### src/fdpi_pkg.sv
// package for the floppy drive pin interface
package fdpi_pkg;
    // data rate codes
    localparam logic [1:0] FDPI_RATE_500K = 2'h0;
    localparam logic [1:0] FDPI_RATE_300K = 2'h1;
    localparam logic [1:0] FDPI_RATE_250K = 2'h2;
    localparam logic [1:0] FDPI_RATE_1M   = 2'h3;
    // thermal host enable field position and reset values
    localparam int         FDPI_ETS_LSB   = 4;
    localparam int         FDPI_ETS_MSB   = 6;
    localparam logic [7:0] FDPI_CFG_RST   = 8'h00;
    localparam logic       FDPI_OUT_RST   = 1'b1;
    localparam logic       FDPI_DENS_RST  = 1'b0;
    localparam logic       FDPI_DIR_RST   = 1'b1;
    localparam logic       FDPI_ETS_RST   = 1'b0;
    localparam logic       FDPI_STS_RST   = 1'b0;

    // controller-side drive requests, active high
    typedef struct packed {
        logic [1:0] rate;
        logic       motor_a;
        logic       motor_b;
        logic       sel_a;
        logic       sel_b;
        logic       dir_out;
        logic       step;
        logic       side1;
        logic       write_gate_n;
        logic       wdata;
    } fdpi_ctl_t;

    // drive status seen by controller, active high
    typedef struct packed {
        logic rdata;
        logic track0;
        logic index;
        logic wprot;
        logic dchg;
    } fdpi_sts_t;
endpackage

### src/fdpi_outreg.sv
// registered active-low output with clock enable
`timescale 1ns/1ps
module fdpi_outreg
    import fdpi_pkg::*;
(
    input  wire logic CLK,
    input  wire logic RESET,
    input  wire logic CE,
    input  wire logic ACT,
    output logic      PIN_N
);
    logic q_q;
    logic q_d;

    // invert the active-high request
    always_comb begin
        q_d = ~ACT;
    end

    // register, idle high after reset
    always_ff @(posedge CLK) begin
        if (RESET) begin
            q_q <= FDPI_OUT_RST;
        end else if (CE) begin
            q_q <= q_d;
        end
    end

    assign PIN_N = q_q;
endmodule

### src/fdpi_top.sv
// floppy drive pin interface with shared thermal pins
`timescale 1ns/1ps
module fdpi_top
    import fdpi_pkg::*;
(
    input  wire logic       CLK,
    input  wire logic       RESET,
    input  wire logic       CE,
    input  wire fdpi_ctl_t  CTL,
    output fdpi_sts_t       STS,
    input  wire logic [7:0] ETS_CFG,
    input  wire logic       SENSOR_DATA_O,
    input  wire logic       SENSOR_DATA_OE,
    output logic            SENSOR_DATA_I,
    input  wire logic       SENSOR_CLOCK_O,
    input  wire logic       SENSOR_CLOCK_OE,
    output logic            DENSITY_SELECT_N,
    output logic            MOTOR_ENABLE_A_N,
    output logic            DRIVE_SELECT_A_N,
    output logic            WRITE_DATA_N,
    output logic            DIRECTION_N,
    output logic            STEP_N,
    output logic            HEAD_SIDE_SEL_N,
    output logic            WRITE_GATE_N,
    input  wire logic       READ_DATA_N,
    input  wire logic       OUTER_TRACK_N,
    input  wire logic       TRACK_START_N,
    input  wire logic       WRITE_PROTECTED_N,
    input  wire logic       MEDIA_CHANGED_N,
    input  wire logic       MOTOR_B_PIN_I,
    output logic            MOTOR_B_PIN_O,
    output logic            MOTOR_B_PIN_OE,
    input  wire logic       DRIVE_B_PIN_I,
    output logic            DRIVE_B_PIN_O,
    output logic            DRIVE_B_PIN_OE
);
    // density select state
    logic       dens_d;
    logic       dens_q;
    // head direction state
    logic       dir_d;
    logic       dir_q;
    // thermal host enable state
    logic       ets_d;
    logic       ets_q;
    // sensed drive inputs, one flop each
    logic       rdata_d;
    logic       rdata_q;
    logic       track0_d;
    logic       track0_q;
    logic       index_d;
    logic       index_q;
    logic       wprot_d;
    logic       wprot_q;
    logic       dchg_d;
    logic       dchg_q;
    // floppy-side levels of the two shared pins
    logic       motor_enable_b_n_n;
    logic       drive_select_b_n_n;
    // sensor clock pin input has no reader yet
    logic       unused_drive_select_b_n;

    // motor enable for drive A, idle high
    fdpi_outreg u_motor_a (
        .CLK   (CLK),
        .RESET (RESET),
        .CE    (CE),
        .ACT   (CTL.motor_a),
        .PIN_N (MOTOR_ENABLE_A_N)
    );

    // drive select for drive A, idle high
    fdpi_outreg u_select_a (
        .CLK   (CLK),
        .RESET (RESET),
        .CE    (CE),
        .ACT   (CTL.sel_a),
        .PIN_N (DRIVE_SELECT_A_N)
    );

    // serial write data, inverted on the pin
    fdpi_outreg u_write_data (
        .CLK   (CLK),
        .RESET (RESET),
        .CE    (CE),
        .ACT   (CTL.wdata),
        .PIN_N (WRITE_DATA_N)
    );

    // head step pulse, one cycle low per request cycle
    fdpi_outreg u_step (
        .CLK   (CLK),
        .RESET (RESET),
        .CE    (CE),
        .ACT   (CTL.step),
        .PIN_N (STEP_N)
    );

    // head side select
    fdpi_outreg u_side (
        .CLK   (CLK),
        .RESET (RESET),
        .CE    (CE),
        .ACT   (CTL.side1),
        .PIN_N (HEAD_SIDE_SEL_N)
    );

    // write gate, low while writing
    fdpi_outreg u_write_gate (
        .CLK   (CLK),
        .RESET (RESET),
        .CE    (CE),
        .ACT   (CTL.write_gate_n),
        .PIN_N (WRITE_GATE_N)
    );

    // motor enable for drive B, floppy level of the shared pin
    fdpi_outreg u_motor_b (
        .CLK   (CLK),
        .RESET (RESET),
        .CE    (CE),
        .ACT   (CTL.motor_b),
        .PIN_N (motor_enable_b_n_n)
    );

    // drive select for drive B, floppy level of the shared pin
    fdpi_outreg u_select_b (
        .CLK   (CLK),
        .RESET (RESET),
        .CE    (CE),
        .ACT   (CTL.sel_b),
        .PIN_N (drive_select_b_n_n)
    );

    // density: high for the fast rates, low for the slow ones
    always_comb begin
        case (CTL.rate)
            FDPI_RATE_500K: dens_d = 1'h1;
            FDPI_RATE_1M:   dens_d = 1'h1;
            FDPI_RATE_300K: dens_d = 1'h0;
            FDPI_RATE_250K: dens_d = 1'h0;
            default:        dens_d = 1'h0;
        endcase
    end

    // density register, frozen while CE is low
    always_ff @(posedge CLK) begin
        if (RESET) begin
            dens_q <= FDPI_DENS_RST;
        end else if (CE) begin
            dens_q <= dens_d;
        end
    end

    assign DENSITY_SELECT_N = dens_q;

    // direction: low steps in, high steps out
    always_comb begin
        dir_d = CTL.dir_out;
    end

    // direction register, outward after reset
    always_ff @(posedge CLK) begin
        if (RESET) begin
            dir_q <= FDPI_DIR_RST;
        end else if (CE) begin
            dir_q <= dir_d;
        end
    end

    assign DIRECTION_N = dir_q;

    // thermal host enabled when any enable bit is set
    always_comb begin
        ets_d = |ETS_CFG[FDPI_ETS_MSB:FDPI_ETS_LSB];
    end

    // host enable register, floppy function after reset
    always_ff @(posedge CLK) begin
        if (RESET) begin
            ets_q <= FDPI_ETS_RST;
        end else if (CE) begin
            ets_q <= ets_d;
        end
    end

    // read data stream, made active high
    always_comb begin
        rdata_d = ~READ_DATA_N;
    end

    // read data flop
    always_ff @(posedge CLK) begin
        if (RESET) begin
            rdata_q <= FDPI_STS_RST;
        end else if (CE) begin
            rdata_q <= rdata_d;
        end
    end

    // outer track sense, made active high
    always_comb begin
        track0_d = ~OUTER_TRACK_N;
    end

    // outer track flop
    always_ff @(posedge CLK) begin
        if (RESET) begin
            track0_q <= FDPI_STS_RST;
        end else if (CE) begin
            track0_q <= track0_d;
        end
    end

    // track start pulse, made active high
    always_comb begin
        index_d = ~TRACK_START_N;
    end

    // track start flop
    always_ff @(posedge CLK) begin
        if (RESET) begin
            index_q <= FDPI_STS_RST;
        end else if (CE) begin
            index_q <= index_d;
        end
    end

    // write protect sense, made active high
    always_comb begin
        wprot_d = ~WRITE_PROTECTED_N;
    end

    // write protect flop
    always_ff @(posedge CLK) begin
        if (RESET) begin
            wprot_q <= FDPI_STS_RST;
        end else if (CE) begin
            wprot_q <= wprot_d;
        end
    end

    // media change sense, made active high
    always_comb begin
        dchg_d = ~MEDIA_CHANGED_N;
    end

    // media change flop
    always_ff @(posedge CLK) begin
        if (RESET) begin
            dchg_q <= FDPI_STS_RST;
        end else if (CE) begin
            dchg_q <= dchg_d;
        end
    end

    // status bundle to the controller, active high
    assign STS.rdata  = rdata_q;
    assign STS.track0 = track0_q;
    assign STS.index  = index_q;
    assign STS.wprot  = wprot_q;
    assign STS.dchg   = dchg_q;

    // motor-B shared pin: sensor data wins when host enabled
    always_comb begin
        if (ets_q) begin
            MOTOR_B_PIN_O  = SENSOR_DATA_O;
            MOTOR_B_PIN_OE = SENSOR_DATA_OE;
            SENSOR_DATA_I  = MOTOR_B_PIN_I;
        end else begin
            MOTOR_B_PIN_O  = motor_enable_b_n_n;
            MOTOR_B_PIN_OE = 1'h1;
            SENSOR_DATA_I  = 1'h1;
        end
    end

    // drive-B shared pin: sensor clock wins when host enabled
    always_comb begin
        if (ets_q) begin
            DRIVE_B_PIN_O  = SENSOR_CLOCK_O;
            DRIVE_B_PIN_OE = SENSOR_CLOCK_OE;
        end else begin
            DRIVE_B_PIN_O  = drive_select_b_n_n;
            DRIVE_B_PIN_OE = 1'h1;
        end
    end

    // clock pin input is not used by any function here
    assign unused_drive_select_b_n = DRIVE_B_PIN_I;
endmodule

### config.mk
export PLATFORM = sky130hd
export DESIGN_NAME = fdpi_top
export DESIGN_NICKNAME = d
export VERILOG_FILES = /design/src/fdpi_pkg.sv /design/src/fdpi_outreg.sv /design/src/fdpi_top.sv
export SDC_FILE = /design/constraint.sdc
export NUM_CORES = 1
export LEC_CHECK = 0
export BUFFER_PORTS_ARGS = -buffer_cell sky130_fd_sc_hd__buf_2
export CELL_PAD_IN_SITES_DETAIL_PLACEMENT = 0
export CELL_PAD_IN_SITES_GLOBAL_PLACEMENT = 1
export CORE_MARGIN = 2
export CORE_UTILIZATION = 29
export CTS_CLUSTER_DIAMETER = 200
export DETAILED_ROUTE_END_ITERATION = 10
export GPL_TIMING_DRIVEN = 0
export PLACE_DENSITY_LB_ADDON = 0.1
export RECOVER_POWER = 25
export SLEW_MARGIN = 20
export SYNTH_ARGS = -nofsm -noshare
export SYNTH_HDL_FRONTEND = slang
export SYNTH_SLANG_ARGS = --single-unit
### constraint.sdc
create_clock -name CLK -period 1.68 [get_ports CLK]
set_input_delay 0.168 -clock CLK [delete_from_list [all_inputs] [get_ports CLK]]
set_output_delay 0.168 -clock CLK [all_outputs]
set_load 0.02 [all_outputs]
==> flow_metrics.tcl <==
set metrics [dict create \
    syn-cell-area_um2 704 \
    syn_to_final_growth_pct 38.7 \
    final_common_cell "buf_2" \
    grt_max_degree 11 \
    multi_input_area_um2 307 \
    status "completed" \
    die_h_um 53.3 \
    gp_congestion 0.612 \
    insertion_delay_ns 0.28 \
    post-route-period-util_pct 84.1 \
    synth_top_area_share_pct 45.5 \
    antenna_found_initial 0 \
    dieWidth_um 53.3 \
    path_clk_slew_ns 0.08 \
    synth.distinct_cells 18 \
    io_pins 51 \
    rsz0062_at_grt "no" \
    whs_ns 0.0644 \
    track_usage_pct 11.3 \
    holdCritPathClass "in2reg" \
    drv_cap 0 \
    yosysSeqAreaShare_pct 45.5 \
    slowest_delay_ns 0.45 \
    ys_ff_latch 16 \
    wl_per_cell_um 10.3 \
    synth_area_leaders "dfxtp_1 (45%), a21o_1 (8.5%), buf_4 (6.4%), or2_1 (5.3%), nand2b_1 (4.4%)" \
    row_count 17 \
    finalCriticalPeriod_ns 1.41 \
    yosysTopAreaCell "dfxtp_1" \
    n_antenna_cell 0 \
    fin_cells 148 \
    cts_sinks 16 \
    yosysWarnings 0 \
    cts-resized-gates 0 \
    worst_slew_pin_slew_ns 0.231 \
    port_buffers 43 \
    slew_headroom_pct 84.6 \
    initial_utilization_pct 31.2 \
    htree_levels 1 \
    ant_nets 0 \
    post_cts_buffers 0 \
    die-area_um2 2840 \
    firstDrtPassIters 4 \
    slew_viol_final 0 \
    post-dp-hpwl_um 1180 \
    postSynthAreaPerCell_um2 9.52 \
    core_area_um2 2250 \
    critPathCaptureType "output pin" \
    final_nets 155 \
    num_vias 647 \
    fin_setup_tns_ns 0 \
    netlist_instances 74 \
    cts.hold.buffers_added 0 \
    drtIter0Drc 7 \
    dp.cells 145 \
    power.density_nw_per_um2 799 \
    grt_pass1_wl_um 2210 \
    critPathMaxFanout 6 \
    syn_nets 107 \
    grt.overflow.total 0 \
    finClkSkew_ns 0 \
    cts_buffer_depth 2 \
    ctsRootBufferMaster "clkbuf_4" \
    setup_viol 0 \
    start_kind "register" \
    hold_viol_final 0 \
    regArea_um2 320 \
    grt_pass1_vias 526 \
    wl_um 1530 \
    cellLeakagePower_uw 0.000460 \
    drc 0 \
    layout_common_cells "buf_2 (45), dfxtp_1 (16), nand2_1 (8), a21o_1 (8)" \
    slowest_stage "dfxtp_1" \
    cts_buffers 3 \
    worstSetupPathType "reg2out" \
    ir_drop_v 0.000551 \
    cts_tree "yes" \
    fill_cells 262 \
    required_ns 1.51 \
    arrival_ns 1.25 \
    viasPerCell 4.37 \
    layout-drive-gt1-share_pct 51.7 \
    fmax_ghz 0.708 \
    path_cells "mux2_2 > buf_2" \
    p_total_uw 780 \
]
## layer usage
metal  global-route usage [%]  vias up  routed length [µm]
met5                        0        -                   0
met4                     3.85        0                  10
met3                     5.37        2                 142
met2                     19.5       28                 716
met1                     11.8      286                 658
li1                         -      331                   -
## where the power goes
group	internal, µW	leakage (µW)	total [µW]	switching, µW
Clock	83.1	0.0000138	193	109
Combinational	84.7	0.000314	172	87.0
Sequential	403	0.000133	416	13.0
Total	571	0.000460	780	209
## critical path: cells and delay by family, from the launching register on
kind                   cells  cell delay [ns]
buffers and inverters      1             0.16
DFF                        1             0.45
muxes                      1             0.36
## final cells by class
| class | count | share of cell area, % |
|---|---|---|
| plain buffers | 10 | 7.94 |
| repair buffers | 43 | 22.0 |
| multi-input cells | 48 | 31.4 |
| flip-flops and latches | 16 | 32.8 |
| well taps | 28 | 3.59 |
| clock buffers | 3 | 2.30 |
## kinds of logic after synthesis
logic type,Yosys count,synth area share (%)
compound gates,16,18.5
flops,16,45.5
simple gates,29,20.6
buf+inv,10,11.0
xor+xnor,1,1.24
mux,2,3.20
## final timing paths
| check | start | to | slack (ns) | cells past startpoint |
|---|---|---|---|---|
| worst max-delay path | ets_q | DRIVE_B_PIN_O | 0.27 | 2 |
| worst min-delay path | WRITE_PROTECTED_N | wprot_q | 0.06 | 2 |
| worst max register to register | u_side.PIN_N | u_side.PIN_N | 0.84 | 2 |
| worst min register to register | DENSITY_SELECT_N | DENSITY_SELECT_N | 0.49 | 2 |
## cell usage after synthesis (all sizes together)
library cell	instances
a211o	1
a211oi	6
a21o	8
buf	10
dfxtp	16
mux2	2
nand2	8
nand2b	5
nor2	6
nor2b	1
nor3	1
o22ai	1
or2	8
xor2	1
## stage by stage
step | instance area, µm² | worst slack [ns] | utilization, %
2_1_floorplan | 704 | 0.725 | -
3_3_place_gp | 955 | 0.608 | 42.3
5_1_grt | 977 | 0.216 | 43.3
3_5_place_dp | 955 | 0.558 | 42.3
4_1_cts | 977 | 0.242 | 43.3
6_report | 977 | 0.267 | 43.3
Note: power is estimated with default switching activity, not from simulation.
